**config.mk**
```make
export PLATFORM = sky130hd
export DESIGN_NAME = adc_queue_seq
export DESIGN_NICKNAME = d
export VERILOG_FILES = /design/src/adc_queue_seq.v
export VERILOG_INCLUDE_DIRS = /design/src
export SDC_FILE = /design/constraint.sdc
export NUM_CORES = 1
export LEC_CHECK = 0
export BUFFER_PORTS_ARGS = -buffer_cell sky130_fd_sc_hd__buf_2
export CAP_MARGIN = 25
export CORE_ASPECT_RATIO = 0.8
export CORE_UTILIZATION = 62
export DETAILED_ROUTE_END_ITERATION = 7
export GPL_TIMING_DRIVEN = 0
export PLACE_DENSITY = 0.85
export RECOVER_POWER = 25
export SLEW_MARGIN = 40
export SYNTH_ARGS = -nofsm -noshare
export SYNTH_HDL_FRONTEND = slang
export SYNTH_SLANG_ARGS = --single-unit
```
**constraint.sdc**
```tcl
create_clock -name clk_sys -period 3.8 [get_ports clk_sys]
set_input_delay 0.38 -clock clk_sys [delete_from_list [all_inputs] [get_ports clk_sys]]
set_output_delay 0.38 -clock clk_sys [all_outputs]
set_load 0.02 [all_outputs]
```
**src/adc_queue_map.vh**
```
// Constants for the queue sequencer: register offsets, fields, modes, codes.
// Assumes a 32-bit AXI4-Lite master and byte addresses aligned to words.
// Behaviour
// RL1 - first command word holding end-of-queue code: read it, flag complete, idle, no conversion
// RL2 - queue 2 starting at last entry: convert it, then complete and idle
// RL3 - queue 1 reaching a queue-2 start of zero: read entry zero, complete, idle
// RL4 - queue 2 start beyond table: complete at once and idle, no conversion
// RL5 - pause word followed by end of queue: convert, set pause and completion, idle
// RL6 - pause and end of queue in one word: no conversion, no pause, completion set
// RL7 - several end-of-queue conditions on one word act like a single one
// RL8 - disabled queue ignores triggers; both disabled means no table wait states
// RL9 - reserved mode behaves exactly like disabled mode
// RL10 - mode field picks software, external, gated or timer single scan; gated queue 1 only; the code never starts a gated scan
// RL11 - single-scan triggers ignored until the queue's arm bit is set
// RL12 - arm bit set by writing one only, reads zero, cleared only by device
// RL13 - arm bit stays set until completion, then device clears it
// RL14 - mode change while running aborts conversion and applies new mode and arm
// RL15 - armed trigger starts execution at the queue's first command word
// RL16 - software mode: arming triggers internally; pauses re-trigger internally until end
// RL17 - edge and timer modes: trigger during execution sets overrun flag
// RL18 - overrun never set in software mode; status may briefly show paused
// RL19 - timer mode: next interval timer expiry is the trigger
// RL20 - after completion status is idle; re-arm restarts from first word
// RL21 - rising and falling external edges; first edge after arm runs once
// RL22 - external mode pause waits for another edge, resumes without software
// RL23 - premature trigger only sets overrun and does not disturb execution
// RL24 - external triggers synchronised, each selected edge gives one event
`ifndef ADC_QUEUE_MAP_VH
`define ADC_QUEUE_MAP_VH
`define OFS_CTRL1 4'h0
`define OFS_CTRL2 4'h4
`define OFS_STATUS 4'h8
`define OFS_TABLE_PTR 4'hC
`define MODE_DISABLED 3'h0
`define MODE_SOFTWARE 3'h1
`define MODE_EXT_RISE 3'h2
`define MODE_EXT_FALL 3'h3
`define MODE_GATED 3'h4
`define MODE_TIMER 3'h5
`define EOQ_CHANNEL 6'h3F
`define CCW_PAUSE_BIT 6
`define ARM_BIT 8
`define START_PTR_RESET 7'h20
`define CONV_TIME_NS 1000
`define CLK_NS 10
`define CONV_CYCLES ((`CONV_TIME_NS + `CLK_NS - 1) / `CLK_NS)
`endif

```
**src/adc_queue_seq.v**
```verilog
// Queue sequencer: two prioritised queues over a 64-entry command table.
// Assumes an AXI4-Lite master on clk_sys; trigger pins are asynchronous.
//
// Chosen here: the register addresses and the AXI4-Lite register port.
`timescale 1ns/1ps
`include "adc_queue_map.vh"
module adc_queue_seq (
    input wire clk_sys,
    input wire resetn,
    input wire [3:0] s_axi_awaddr,
    input wire s_axi_awvalid,
    output reg s_axi_awready,
    input wire [31:0] s_axi_wdata,
    input wire [3:0] s_axi_wstrb,
    input wire s_axi_wvalid,
    output reg s_axi_wready,
    output reg [1:0] s_axi_bresp,
    output reg s_axi_bvalid,
    input wire s_axi_bready,
    input wire [3:0] s_axi_araddr,
    input wire s_axi_arvalid,
    output reg s_axi_arready,
    output reg [31:0] s_axi_rdata,
    output reg [1:0] s_axi_rresp,
    output reg s_axi_rvalid,
    input wire s_axi_rready,
    input wire trig1_pin,
    input wire trig2_pin,
    input wire timer_expired,
    output reg conv_start,
    output reg [5:0] conv_channel,
    output reg table_wait
);
// ****************************************************************
// state
// ****************************************************************
localparam S_IDLE = 2'd0;
localparam S_FETCH = 2'd1;
localparam S_CONV = 2'd2;
localparam S_PAUSE = 2'd3;

reg [7:0] ccw_mem [0:63];
reg [2:0] mode_q [0:1];
reg [1:0] arm_q;
reg [1:0] cf_q;
reg [1:0] pf_q;
reg [1:0] tor_q;
reg [1:0] pend_q;
reg [6:0] start_ptr_q;
reg [1:0] st_q;
reg cur_q;
reg [6:0] ptr_q;
reg [7:0] ccw_q;
reg [7:0] cnt_q;
reg [1:0] sync0_q;
reg [1:0] sync1_q;
reg [1:0] sync2_q;
reg [1:0] tmr_q;
reg aw_hold_q;
reg w_hold_q;
reg [3:0] awaddr_q;
reg [31:0] wdata_q;

wire [1:0] trig_ev;
wire [1:0] edge_trig;
wire do_write;
wire [1:0] mode_wr;
wire [1:0] arm_wr;
wire [1:0] sw_fire;
wire [1:0] active;
wire [1:0] q_busy;
wire [6:0] q_end;
wire [6:0] q_base;
wire pause_word;
wire eoq_here;
wire stat_clr;
wire [7:0] next_ccw;

// ****************************************************************
// trigger qualification
// ****************************************************************
always @(posedge clk_sys or negedge resetn) begin
    if (!resetn) begin
        sync0_q <= 2'h0;
        sync1_q <= 2'h0;
        sync2_q <= 2'h0;
        tmr_q <= 2'h0;
    end else begin
        sync0_q <= {trig2_pin, trig1_pin};
        sync1_q <= sync0_q; // RL24
        sync2_q <= sync1_q;
        tmr_q <= {tmr_q[0], timer_expired};
    end
end

genvar gi;
generate
    for (gi = 0; gi < 2; gi = gi + 1) begin : g_q
        // one event per qualifying edge, timer counted on its rising edge
        assign edge_trig[gi] = (mode_q[gi] == `MODE_EXT_RISE) ? (sync1_q[gi] & ~sync2_q[gi]) :
                               (mode_q[gi] == `MODE_EXT_FALL) ? (~sync1_q[gi] & sync2_q[gi]) :
                               (mode_q[gi] == `MODE_TIMER) ? (tmr_q[0] & ~tmr_q[1]) : // RL19
                               1'b0; // RL21
        // disabled and reserved codes never qualify
        assign active[gi] = (mode_q[gi] == `MODE_SOFTWARE) || (mode_q[gi] == `MODE_EXT_RISE) ||
                            (mode_q[gi] == `MODE_EXT_FALL) || (mode_q[gi] == `MODE_TIMER) ||
                            (gi == 0 && mode_q[gi] == `MODE_GATED); // RL8 RL9 RL10
        assign trig_ev[gi] = active[gi] & arm_q[gi] & edge_trig[gi]; // RL11
        assign q_busy[gi] = (st_q != S_IDLE) && (cur_q == gi);
        assign mode_wr[gi] = do_write && awaddr_q == (gi ? `OFS_CTRL2 : `OFS_CTRL1) &&
                             wdata_q[2:0] != mode_q[gi];
        assign arm_wr[gi] = do_write && awaddr_q == (gi ? `OFS_CTRL2 : `OFS_CTRL1) &&
                            wdata_q[`ARM_BIT];
        assign sw_fire[gi] = arm_wr[gi] && !arm_q[gi] &&
                             wdata_q[2:0] == `MODE_SOFTWARE; // RL16
    end
endgenerate

assign do_write = aw_hold_q & w_hold_q & ~s_axi_bvalid;
assign q_base = cur_q ? start_ptr_q : 7'h00;
assign q_end = cur_q ? 7'h40 : start_ptr_q;
assign pause_word = ccw_q[`CCW_PAUSE_BIT];
assign eoq_here = (ccw_q[5:0] == `EOQ_CHANNEL) || (ptr_q >= q_end) || (ptr_q >= 7'h40);
assign stat_clr = do_write && (awaddr_q == `OFS_STATUS);
// look ahead at the word after a pause so an end code there never leaves us paused
assign next_ccw = ccw_mem[ptr_q[5:0]];

// ****************************************************************
// sequencer
// ****************************************************************
always @(posedge clk_sys or negedge resetn) begin
    if (!resetn) begin
        st_q <= S_IDLE;
        cur_q <= 1'b0;
        ptr_q <= 7'h00;
        ccw_q <= 8'h00;
        cnt_q <= 8'h00;
        arm_q <= 2'h0;
        cf_q <= 2'h0;
        pf_q <= 2'h0;
        tor_q <= 2'h0;
        pend_q <= 2'h0;
        conv_start <= 1'b0;
        conv_channel <= 6'h00;
        table_wait <= 1'b0;
    end else begin
        conv_start <= 1'b0;
        table_wait <= active[0] | active[1]; // RL8
        // software arm: set only, device clears on completion
        arm_q <= arm_q | {arm_wr[1], arm_wr[0]}; // RL12
        // overrun on premature edge or timer trigger, never software
        // a set in the same cycle as a clear wins, so no overrun is lost
        tor_q <= (tor_q & ~(stat_clr ? wdata_q[5:4] : 2'h0)) |
                 (trig_ev & (q_busy | pend_q) & ~{st_q == S_PAUSE, st_q == S_PAUSE}); // RL17 RL18 RL23
        pend_q <= pend_q | (trig_ev & ~q_busy) | sw_fire;
        if (stat_clr) begin
            cf_q <= cf_q & ~wdata_q[1:0];
            pf_q <= pf_q & ~wdata_q[3:2];
        end
        if ((mode_wr[0] && cur_q == 1'b0 || mode_wr[1] && cur_q == 1'b1) && st_q != S_IDLE) begin
            st_q <= S_IDLE; // RL14
        end else begin
            case (st_q)
                S_IDLE: begin
                    if (pend_q[0] || pend_q[1]) begin
                        cur_q <= ~pend_q[0];
                        ptr_q <= pend_q[0] ? 7'h00 : start_ptr_q; // RL15 RL20
                        pend_q[pend_q[0] ? 0 : 1] <= 1'b0;
                        st_q <= S_FETCH;
                    end
                end
                S_FETCH: begin
                    ccw_q <= (ptr_q < 7'h40) ? ccw_mem[ptr_q[5:0]] : 8'h3F; // RL4
                    st_q <= S_CONV;
                    cnt_q <= 8'h00;
                end
                S_CONV: begin
                    if (cnt_q == 8'h00 && eoq_here) begin
                        // end wins over pause; several ends fold into one
                        cf_q[cur_q] <= 1'b1; // RL1 RL3 RL6 RL7
                        arm_q[cur_q] <= 1'b0; // RL13
                        st_q <= S_IDLE;
                    end else if (cnt_q == 8'h00) begin
                        conv_start <= 1'b1;
                        conv_channel <= ccw_q[5:0];
                        cnt_q <= 8'h01;
                    end else if (cnt_q == `CONV_CYCLES) begin
                        ptr_q <= ptr_q + 7'h01; // RL2
                        if (pause_word) begin
                            pf_q[cur_q] <= 1'b1; // RL5
                            st_q <= S_PAUSE;
                        end else begin
                            st_q <= S_FETCH;
                        end
                    end else begin
                        cnt_q <= cnt_q + 8'h01;
                    end
                end
                S_PAUSE: begin
                    // a pause right before the end still completes
                    if (ptr_q >= q_end || ptr_q >= 7'h40 ||
                        next_ccw[5:0] == `EOQ_CHANNEL) begin
                        cf_q[cur_q] <= 1'b1; // RL5
                        arm_q[cur_q] <= 1'b0;
                        st_q <= S_IDLE;
                    end else if (mode_q[cur_q] == `MODE_SOFTWARE || mode_q[cur_q] == `MODE_GATED ||
                                 trig_ev[cur_q]) begin
                        st_q <= S_FETCH; // RL16 RL22
                    end
                end
                default: st_q <= S_IDLE;
            endcase
        end
    end
end

// ****************************************************************
// register bus
// ****************************************************************
integer k;
always @(posedge clk_sys or negedge resetn) begin
    if (!resetn) begin
        mode_q[0] <= `MODE_DISABLED;
        mode_q[1] <= `MODE_DISABLED;
        start_ptr_q <= `START_PTR_RESET;
        aw_hold_q <= 1'b0;
        w_hold_q <= 1'b0;
        awaddr_q <= 4'h0;
        wdata_q <= 32'h0;
        s_axi_awready <= 1'b0;
        s_axi_wready <= 1'b0;
        s_axi_bvalid <= 1'b0;
        s_axi_bresp <= 2'h0;
        s_axi_arready <= 1'b0;
        s_axi_rvalid <= 1'b0;
        s_axi_rresp <= 2'h0;
        s_axi_rdata <= 32'h0;
        for (k = 0; k < 64; k = k + 1) begin
            ccw_mem[k] <= 8'h3F;
        end
    end else begin
        s_axi_awready <= ~aw_hold_q & ~s_axi_awready & s_axi_awvalid;
        s_axi_wready <= ~w_hold_q & ~s_axi_wready & s_axi_wvalid;
        if (s_axi_awvalid && s_axi_awready) begin
            aw_hold_q <= 1'b1;
            awaddr_q <= s_axi_awaddr;
        end
        if (s_axi_wvalid && s_axi_wready) begin
            w_hold_q <= 1'b1;
            wdata_q <= s_axi_wdata;
        end
        if (do_write) begin
            s_axi_bvalid <= 1'b1;
            s_axi_bresp <= (awaddr_q[1:0] == 2'h0) ? 2'h0 : 2'h2;
            if (awaddr_q == `OFS_CTRL1)
                mode_q[0] <= wdata_q[2:0]; // RL10 RL14
            if (awaddr_q == `OFS_CTRL2)
                mode_q[1] <= wdata_q[2:0];
            if (awaddr_q == `OFS_TABLE_PTR) begin
                // bit 31 selects a table write, otherwise the queue-2 start
                if (wdata_q[31])
                    ccw_mem[wdata_q[21:16]] <= wdata_q[7:0];
                else
                    start_ptr_q <= wdata_q[6:0];
            end
        end
        if (s_axi_bvalid && s_axi_bready) begin
            s_axi_bvalid <= 1'b0;
            aw_hold_q <= 1'b0;
            w_hold_q <= 1'b0;
        end
        s_axi_arready <= ~s_axi_arready & ~s_axi_rvalid & s_axi_arvalid;
        if (s_axi_arvalid && s_axi_arready) begin
            s_axi_rvalid <= 1'b1;
            s_axi_rresp <= 2'h0;
            case (s_axi_araddr)
                `OFS_CTRL1: s_axi_rdata <= {29'h0, mode_q[0]}; // RL12
                `OFS_CTRL2: s_axi_rdata <= {29'h0, mode_q[1]};
                `OFS_STATUS: s_axi_rdata <= {20'h0, st_q, cur_q, 1'b0, arm_q, tor_q, pf_q, cf_q};
                `OFS_TABLE_PTR: s_axi_rdata <= {25'h0, start_ptr_q};
                default: begin
                    s_axi_rdata <= 32'h0;
                    s_axi_rresp <= 2'h2;
                end
            endcase
        end else if (s_axi_rvalid && s_axi_rready) begin
            s_axi_rvalid <= 1'b0;
        end
    end
end
endmodule // adc_queue_seq

```
# --- Word-level counts from Yosys, hierarchy flattened ---
# Index checks and enable logic that the tools add are counted.
word_totals:
  ram_bits: 0
  memories: 0
  mem_bits_ro: 0
  latchBits: 0
  word_cells: 347
  reg_bits: 655
op_classes:
  n_lt_le_gt_ge: 11
  div: 0
  mul: 0
  n_eq_ne: 35
  shifts: 0
  reduce_logical: 65
  n_bitwise: 60
  add_sub_neg: 2
  n_mux: 78
ops:
  columns: ["cell", "n"]
  rows:
  - ["512-bit bitwise mux", 1]
  - ["7-bit 2-to-1 mux", 9]
  - ["2-bit 2-to-1 mux", 28]
  - ["8-bit binary-select mux with 6-bit select", 1]
  - ["8-bit demux with 6-bit select", 1]
  - ["12-bit case mux with 4 select lines", 1]
  - ["8-bit 2-to-1 mux", 4]
  - ["1-bit logical AND", 25]
  - ["1-bit 2-to-1 mux", 23]
  - ["7-bit >= comparator, second input constant", 3]
  - ["1-bit bitwise AND", 17]
  - ["1-bit inverter", 17]
  - ["2-bit bitwise AND", 8]
  - ["4-bit == test, second input constant", 4]
  - ["8-bit case mux with 2 select lines", 1]
  - ["1-bit logical OR", 15]
  - ["2-bit inverter", 7]
  - ["6-bit inverter with 7-bit output", 2]
  - ["2-bit bitwise OR", 7]
  - ["7-bit case mux with 2 select lines", 1]
  - ["2-bit nonzero test", 7]
  - ["3-bit by 1-bit == test with 1-bit output, second input constant", 4]
  - ["3-bit by 2-bit == test with 1-bit output, second input constant", 4]
  - ["3-bit == test, second input constant", 4]
  - ["other kinds (33)", 57]

# --- Longest topological paths before layout ---
# Gate-level depths: netlist of the first run.
logic_depth:
  word_depth: 14
  ltp_mapped: 13
  mapped_depth_nobuf: 10

# --- Least setup slack after synthesis of the first run ---
# No wires, ideal clock.
synth_path:
  kind: "register to register"
  start: "reg ptr_q[0]"
  end: "reg conv_channel[0]"
  arrival_ns: 2.953
  setup_ns: 0.125
  path_slack_ns: 0.722
  synth_period_minus_slack_ns: 3.078
  path_stages_with_launch: 14
  required_ns: 3.675
  cell_sequence: "dfrtp_1 buf_4 buf_2 buf_2 inv_1 ha_1 nand2b_1 a21o_1 a21oi_1 o21a_1 o21a_1 nand2_1 nor3_2 mux2_2"
synth_via:
  elab_chain_len: 6
synth_rtl:
  columns: ["element", "line_no", "text"]
  rows:
  - ["start, declared", "adc_queue_seq.v:52", "reg [6:0] ptr_q;"]
  - ["start signal, assigned", "adc_queue_seq.v:167", "ptr_q <= pend_q[0] ? 7'h00 : start_ptr_q;"]
  - ["start signal, assigned", "adc_queue_seq.v:188", "ptr_q <= ptr_q + 7'h01;"]
  - ["7-bit >= comparator", "adc_queue_seq.v:123", "assign eoq_here = (ccw_q[5:0] == `EOQ_CHANNEL) || (ptr_q >= q_end) || (ptr_q >= 7'h40);"]
  - ["1-bit logical OR", "adc_queue_seq.v:123", null]
  - ["1-bit logical OR *", "adc_queue_seq.v:123", null]
  - ["1-bit logical AND *", "adc_queue_seq.v:178", "if (cnt_q == 8'h00 && eoq_here) begin"]
  - ["1-bit inverter (no line) *", null, null]
  - ["4-bit AND reduction (no line) *", null, null]
  - ["end signal, assigned", "adc_queue_seq.v:185", "conv_channel <= ccw_q[5:0];"]
  - ["end, declared", "adc_queue_seq.v:31", "output reg [5:0] conv_channel,"]
# Every way passes the cells marked *; elsewhere a longest branch is shown, timed or not.
# A chain may end at the register's enable or synchronous reset.

# --- Worst setup path in the final report of the first run ---
layout_path:
  start: "reg ptr_q[3]"
  end: "reg arm_q[0]"
layout_via:
  elab_chain_len: 9
layout_rtl:
  columns: ["element", "line_no", "text"]
  rows:
  - ["6-bit inverter with 7-bit output (implied by the code)", "adc_queue_seq.v:126", "assign next_ccw = ccw_mem[ptr_q[5:0]];"]
  - ["8-bit binary-select mux with 6-bit select", "adc_queue_seq.v:126", null]
  - ["7-bit 2-to-1 mux (2 in series)", null, null]
  - ["6-bit == test (no line)", null, null]
  - ["1-bit logical OR (no line)", null, null]
  - ["2-bit 2-to-1 mux", "adc_queue_seq.v:201", "if (ptr_q >= q_end || ptr_q >= 7'h40 ||"]
  - ["2-bit case mux with 2 select lines *", "adc_queue_seq.v:163", "case (st_q)"]
  - ["2-bit 2-to-1 mux *", "adc_queue_seq.v:160", "if ((mode_wr[0] && cur_q == 1'b0 || mode_wr[1] && cur_q == 1'b1) && st_q != S_IDLE) begin"]
  - ["end signal, assigned", "adc_queue_seq.v:150", "arm_q <= arm_q | {arm_wr[1], arm_wr[0]};"]
  - ["end, declared", "adc_queue_seq.v:44", "reg [1:0] arm_q;"]
# Every way passes the cells marked *; elsewhere a longest branch is shown, timed or not. The select of a mux whose other input is x is not followed.

==> results of run 1 <==
layout by cell type (no fill, tap or decap), types with 9 or more instances in the layout:
cell,instances
clkbuf_16,55
nand2_1,89
and3_1,9
nand2b_1,17
dfstp_2,385
conb_1,23
ha_1,11
nor2_1,53
o21ai_0,35
nor3b_1,9
nor2b_1,12
inv_1,14
buf_6,10
clkinv_2,12
buf_4,32
nand3_1,13
clkbuf_1,102
o31ai_1,13
buf_2,64
a22oi_1,35
mux4_2,119
nor3_1,12
mux2i_1,12
nor2_2,21
clkbuf_2,11
a21oi_1,40
dfrtp_1,166
mux2_2,487
path summary, 6_finish.rpt:
| path | cells after the start | slack [ns] | startpoint | to |
|---|---|---|---|---|
| worst min register to register | 0 | 0.35 | sync0_q[0] | sync1_q[0] |
| worst max register to register | 10 | 0.02 | ptr_q[3] | arm_q[0] |
| min in group asynchronous | 2 | 0.31 | resetn | sync2_q[0] |
| worst max-delay path | 10 | 0.02 | ptr_q[3] | arm_q[0] |
| worst min-delay path | 2 | 0.01 | s_axi_wdata[0] | wdata_q[0] |
| max in group asynchronous | 5 | 0.71 | resetn | ccw_mem[216] |
repair_timing:
action                                  4_1_cts  5_1_grt
buffers inserted                              0        1
pin swaps                                     0        1
endpoints found under the hold margin       113        0
resized for setup                             5        8
endpoints found under the setup margin       13       12
cloned                                        0        0
hold buffers                                  5        0
synthesized netlist by cell type, types with 9 or more instances:
library cell / count
buf_4: 29
nor2_2: 16
nand3_1: 13
nor2b_1: 13
nand2b_1: 17
dfrtp_1: 166
inv_1: 14
o21ai_0: 35
o31ai_1: 13
buf_6: 9
ha_1: 11
nor2_1: 58
a22oi_1: 35
nor3b_1: 10
dfstp_2: 385
nand2_1: 89
a21oi_1: 42
and3_1: 9
mux2i_1: 12
mux4_2: 119
nor3_1: 12
buf_2: 13
mux2_2: 487
clkbuf_1: 98
per-layer routing:
| layer | wire length [um] | up-vias |
|---|---|---|
| li1 | - | 6940 |
| met2 | 33400 | 1050 |
| met1 | 30200 | 9149 |
| met4 | 3680 | 4 |
| met3 | 7900 | 244 |
| met5 | 26 | - |
power groups by stage:
stage / Sequential (W) / Clock [W] / Combinational, W
floorplan: 0.00672 / 0 / 0.00323
global placement: 0.00676 / 0 / 0.00530
detailed placement: 0.00679 / 0 / 0.00547
CTS: 0.00671 / 0.00564 / 0.00556
global route: 0.00676 / 0.00588 / 0.00601
finish: 0.00673 / 0.00565 / 0.00580
cells by family (layout without fill, tap and decap cells):
| group | count (synthesis) | in the layout | share of synthesized area |
|---|---|---|---|
| multiplexers | 618 | 618 | 0.316 |
| adder cells (fa/ha/maj) | 11 | 11 | 0.00526 |
| AND/OR/NAND/NOR | 286 | 286 | 0.0563 |
| flip-flops | 551 | 551 | 0.545 |
| XOR/XNOR | 8 | 8 | 0.00268 |
| AO/OA/AOI/OAI | 173 | 173 | 0.0430 |
| buffers and inverters | 167 | 334 | 0.0313 |
| other | 1 | 24 | 0.000143 |
state kept, by name, indices dropped and copies added, names as in the netlist, 4 cells and up:
name	count
ccw_q	7
start_ptr_q	7
wdata_q	15
awaddr_q	4
mode_q	6
ptr_q	7
conv_channel	6
s_axi_rdata	11
ccw_mem	448
cnt_q	8
critical path, delay by kind of cell (launching register included):
family / cells / cell delay (ns)
buf+inv: 3 / 1.23
simple gates: 5 / 1.18
flops: 1 / 0.40
compound gates: 2 / 0.81
stage by stage:
step / setup WS (ns) / cells / hold slack, ns / instance area (um^2) / power [W]
after CTS: 0.0186 / 2548 / 0.00998 / 29400 / 0.0179
after global routing: 0.0298 / 2548 / 0.0221 / 29400 / 0.0187
after detailed placement: -0.229 / 2445 / 0.201 / 27500 / 0.0123
final: 0.0150 / 2549 / 0.0108 / 29400 / 0.0182
after global placement: -8.08 / 2438 / 0.337 / 27200 / 0.0121
after floorplan: 0.722 / 1837 / 0.0844 / 26300 / 0.00995
layout make-up:
class                   instances  area, um^2  area share
multi-input cells            1119       11200       0.382
flip-flops and latches        551       14300       0.486
inverters                      14        52.6     0.00179
clock buffers                  75        1530      0.0522
clock inverters                23         309      0.0105
well taps                     544         681      0.0232
diodes                          1        2.50   0.0000852
plain buffers                 152         795      0.0271
repair buffers                 70         502      0.0171
==> results.sh, run 1 <==
export IMPL_path_max_fanout=10
export IMPL_cts_buffer_depth=3
export IMPL_drt_first_pass_iters=5
export IMPL_yosysTopAreaCell="dfstp_2"
export IMPL_antenna_found_initial=3
export IMPL_leakage_nw=12.3
export IMPL_crit_path_max_incr_delay_ns=0.59
export IMPL_status="complete, but fails checks"
export IMPL_die_area_um2=43100
export IMPL_port_buffer_count=57
export IMPL_cap_viol_max_count=2
export IMPL_grt_max_degree=84
export IMPL_grt_util_met2=0.541
export IMPL_grt_pass1_vias=17600
export IMPL_rsz0062_at_grt="false"
export IMPL_switchingPower_w=0.00685
export IMPL_cts_tree="yes"
export IMPL_clockRootBuffer="clkbuf_16"
export IMPL_dominantRegCellSynth="dfstp_2"
export IMPL_syn_area_per_cell_um2=14.4
export IMPL_max_clock_freq_mhz=264
export IMPL_wl_per_cell_um=29.5
export IMPL_die_h_um=186
export IMPL_core_um2=41100
export IMPL_relSlewSlack=-0.265
export IMPL_synth_area_um2=26200
export IMPL_cp_end_kind="flip-flop"
export IMPL_dr_first_iter_drc_count=2000
export IMPL_intPower_w=0.0113
export IMPL_cts_made_buffers=52
export IMPL_seqPwrFrac=0.370
export IMPL_worstMarginPinSlew_ns=1.90
export IMPL_holdCritPathClass="input pin to flip-flop"
export IMPL_clkTransAtPathRegs_ns=0.07
export IMPL_required_ns=4.26
export IMPL_synth_top_area_frac=0.386
export IMPL_top_usage_layer="met2"
export IMPL_row_count=66
export IMPL_cts_max_level=2
export IMPL_clock_skew_ns=0.0174
export IMPL_n_fill_cell=2554
export IMPL_timing_setup_tns_ns=0
export IMPL_synthDistinctLibCells=65
export IMPL_num_vias=17400
export IMPL_grt_overflow_total=0
export IMPL_via_per_inst=6.82
export IMPL_cp_arrival_ns=4.25
export IMPL_met3_usage=0.100
export IMPL_drcViolationCount=0
export IMPL_p_sw_frac=0.377
export IMPL_cp_cell_sequence="buf_2 > clkbuf_1 > clkbuf_2 > nor3_1 > nor4_1 > nor2_1 > a211oi_1 > nand4_1 > a311oi_1 > nor2_1"
export IMPL_io_pin_count=103
export IMPL_yosysWarnings=0
export IMPL_finalSetupViolations=0
export IMPL_violations="capacitance limit, slew limit"
export IMPL_synth_edf_count=0
export IMPL_routed_wl_um=75200
export IMPL_ir_drop_uv=446
export IMPL_hold_viol=0
export IMPL_place_congestion=1.00
export IMPL_ys_ff_latch=551
export IMPL_pwr_share_comb=0.319
export IMPL_ant_nets=0
export IMPL_die_width_um=232
export IMPL_cp_start_kind="flip-flop"
export IMPL_synth_area_top_cells="dfstp_2, mux2_2, dfrtp_1, mux4_2, clkbuf_1"
export IMPL_netlist_instances=1815
export IMPL_clock_latency_ns=0.61
export IMPL_layout_drive_gt1_share=0.620
export IMPL_dp_hpwl_um=51200
export IMPL_period_needed_ns=3.78
export IMPL_initial_core_util=0.637
export IMPL_min_period_over_period=0.996
export IMPL_area_delta_synth_final_pct=12.2
export IMPL_finalNetCount=2025
export IMPL_grt_use_met1=0.498
export IMPL_cpMostUsedCell="nor2_1"
export IMPL_track_usage=0.362
export IMPL_async_reset_ff_frac=1.00
export IMPL_clock_sinks=551
export IMPL_grt_pass1_wl_um=113000
export IMPL_crit_slowest_cell="clkbuf_2"
export IMPL_yosysSeqAreaShare=0.545
export IMPL_post_route_util=0.714
export IMPL_powerDensity_nw_per_um2=619
export IMPL_clkPwrFrac=0.311
export IMPL_finalMaxSlewViolations=146
export IMPL_crit_type="flip-flop to flip-flop"
No activity file was read; power rests on OpenSTA's default activity.
==> run 2: changes to the inputs <==
- BUFFER_PORTS_ARGS: -buffer_cell sky130_fd_sc_hd__buf_2 -> -buffer_cell sky130_fd_sc_hd__clkbuf_2
- PLACE_DENSITY: 0.85 -> 0.91
==> results.sh, run 2 (synthesis results as in run 1) <==
export IMPL_status="complete, but fails checks"
export IMPL_violations="capacitance limit, slew limit, setup timing"
export IMPL_leakage_nw=12.3
export IMPL_dr_first_iter_drc_count=1967
export IMPL_path_max_fanout=8
export IMPL_rsz0062_at_grt="false"
export IMPL_layout_drive_gt1_share=0.613
export IMPL_grt_pass1_vias=18500
export IMPL_pwr_share_comb=0.324
export IMPL_n_fill_cell=2488
export IMPL_endpoint="ccw_mem[462]"
export IMPL_clkPwrFrac=0.297
export IMPL_antenna_found_initial=4
export IMPL_reg2reg_slack_ns=-0.002
export IMPL_final_common_cell="mux2_2"
export IMPL_ir_drop_uv=458
export IMPL_powerDensity_nw_per_um2=610
export IMPL_worstMarginPinSlew_ns=2.72
export IMPL_grt_overflow_total=0
export IMPL_crit_type="flip-flop to flip-flop"
export IMPL_cts_buffer_depth=3
export IMPL_finalNetCount=2027
export IMPL_cts_tree="yes"
export IMPL_finalSetupViolations=1
export IMPL_track_usage=0.373
export IMPL_holdCritPathClass="input pin to flip-flop"
export IMPL_cts_made_buffers=51
export IMPL_largest_reg_flops=448
export IMPL_die_width_um=232
export IMPL_io_pin_count=103
export IMPL_final_cell_mix="mux2_2, dfstp_2, dfrtp_1, mux4_2, clkbuf_1"
export IMPL_highest_layer="met4"
export IMPL_reg_top3="ccw_mem (448), wdata_q (15), s_axi_rdata (11)"
export IMPL_cp_start_kind="flip-flop"
export IMPL_core_um2=41100
export IMPL_r2r_end="ccw_mem[462]"
export IMPL_pre_cts_slack_ns=-0.213
export IMPL_drt_met1_wl_um=28400
export IMPL_die_h_um=186
export IMPL_grt_pass1_wl_um=116000
export IMPL_wl_per_cell_um=30.4
export IMPL_cts_setup_buffers=0
export IMPL_intPower_w=0.0110
export IMPL_port_buffer_count=57
export IMPL_max_clock_freq_mhz=263
export IMPL_largest_register="ccw_mem"
export IMPL_cap_viol_max_count=3
export IMPL_total_power_w=0.0178
export IMPL_clockRootBuffer="clkbuf_16"
export IMPL_clkTransAtPathRegs_ns=0.07
export IMPL_switchingPower_w=0.00684
export IMPL_p_sw_frac=0.384
export IMPL_clock_skew_ns=0.0319
export IMPL_drcViolationCount=0
export IMPL_final_setup_worst_slack_ns=-0.00194
export IMPL_drt_first_pass_iters=7
export IMPL_routed_wl_um=77500
export IMPL_place_congestion=0.976
export IMPL_finalMaxSlewViolations=203
export IMPL_required_ns=4.29
export IMPL_via_per_inst=6.94
export IMPL_seqPwrFrac=0.379
export IMPL_period_needed_ns=3.80
export IMPL_r2r_start="s_axi_bvalid"
export IMPL_grt_max_degree=78
export IMPL_dp_hpwl_um=52300
export IMPL_ant_nets=0
export IMPL_ff2ff_path_depth=8
export IMPL_clock_sinks=551
export IMPL_clock_latency_ns=0.61
export IMPL_wl_met2_um=34400
export IMPL_cp_end_kind="flip-flop"
export IMPL_row_count=66
export IMPL_min_period_over_period=1.00
export IMPL_crit_start="s_axi_bvalid"
export IMPL_cp_arrival_ns=4.29
export IMPL_num_vias=17700
export IMPL_hold_viol=0
export IMPL_area_delta_synth_final_pct=11.6
export IMPL_wl_met3_um=10200
export IMPL_timing_setup_tns_ns=-0.00194
export IMPL_initial_core_util=0.637
export IMPL_cts_max_level=2
export IMPL_relSlewSlack=-0.816
export IMPL_die_area_um2=43100
==> run 2: worst min path at each step <==
stage | slack (ns) | end | cells past startpoint | from
detailed placement | 0.30 | sync1_q[0] | 1 | resetn
CTS | 0.01 | wdata_q[17] | 2 | s_axi_wdata[17]
global placement | 0.33 | sync1_q[1] | 0 | sync0_q[1]
floorplan | 0.08 | arm_q[0] | 0 | resetn
global route | 0.01 | wdata_q[5] | 2 | s_axi_wdata[5]
finish | 0.01 | s_axi_rvalid | 2 | s_axi_rready
==> run 2: stage by stage <==
stage          instance area, um^2  hold slack, ns  instances   util
6_report                     29200          0.0146       2550  0.711
5_1_grt                      29200          0.0146       2549  0.711
4_1_cts                      29200          0.0150       2549  0.711
3_5_place_dp                 27500           0.304       2448  0.668
3_3_place_gp                 27200           0.335       2438  0.662
2_1_floorplan                26300          0.0844       1837      -
==> run 2: metal layers <==
layer | up-vias | track usage
met5 | - | 0
met4 | 0 | 0.201
met3 | 313 | 0.136
met2 | 1251 | 0.553
met1 | 9189 | 0.480
li1 | 6956 | -
==> run 2: layout make-up <==
| class | count | area (um^2) | share of cell area |
|---|---|---|---|
| multi-input combinational | 1119 | 11200 | 0.384 |
| timing repair buffer | 72 | 514 | 0.0176 |
| clock buffer | 85 | 1580 | 0.0539 |
| clock inverter | 11 | 120 | 0.00411 |
| antenna | 1 | 2.50 | 0.0000856 |
| buffer | 153 | 797 | 0.0273 |
| inverter | 14 | 52.6 | 0.00180 |
| sequential | 551 | 14300 | 0.488 |
| tap | 544 | 681 | 0.0233 |
==> run 2: power by group through the flow <==
stage | clock network, W | registers [W] | logic (W)
floorplan | 0 | 0.00672 | 0.00323
global placement | 0 | 0.00677 | 0.00523
detailed placement | 0 | 0.00681 | 0.00545
CTS | 0.00527 | 0.00673 | 0.00553
global route | 0.00551 | 0.00678 | 0.00599
finish | 0.00529 | 0.00676 | 0.00579
==> run 2: critical path, cell delays in order, from the launching register on <==
cell and delay (ns):
dfrtp_1 0.44, nand3b_1 0.29, nor3_1 0.40, and3_1 0.29
and3b_1 0.20, clkbuf_1 0.28, nand3_1 0.63, nor2_2 0.76
mux2_2 0.40
==> run 2: timing repair <==
action                                 4_1_cts  5_1_grt
gates resized for setup                      4        8
setup endpoints to repair                    8       12
endpoints found under the hold margin       37        0
hold buffers                                 5        0
pin swaps                                    0        1
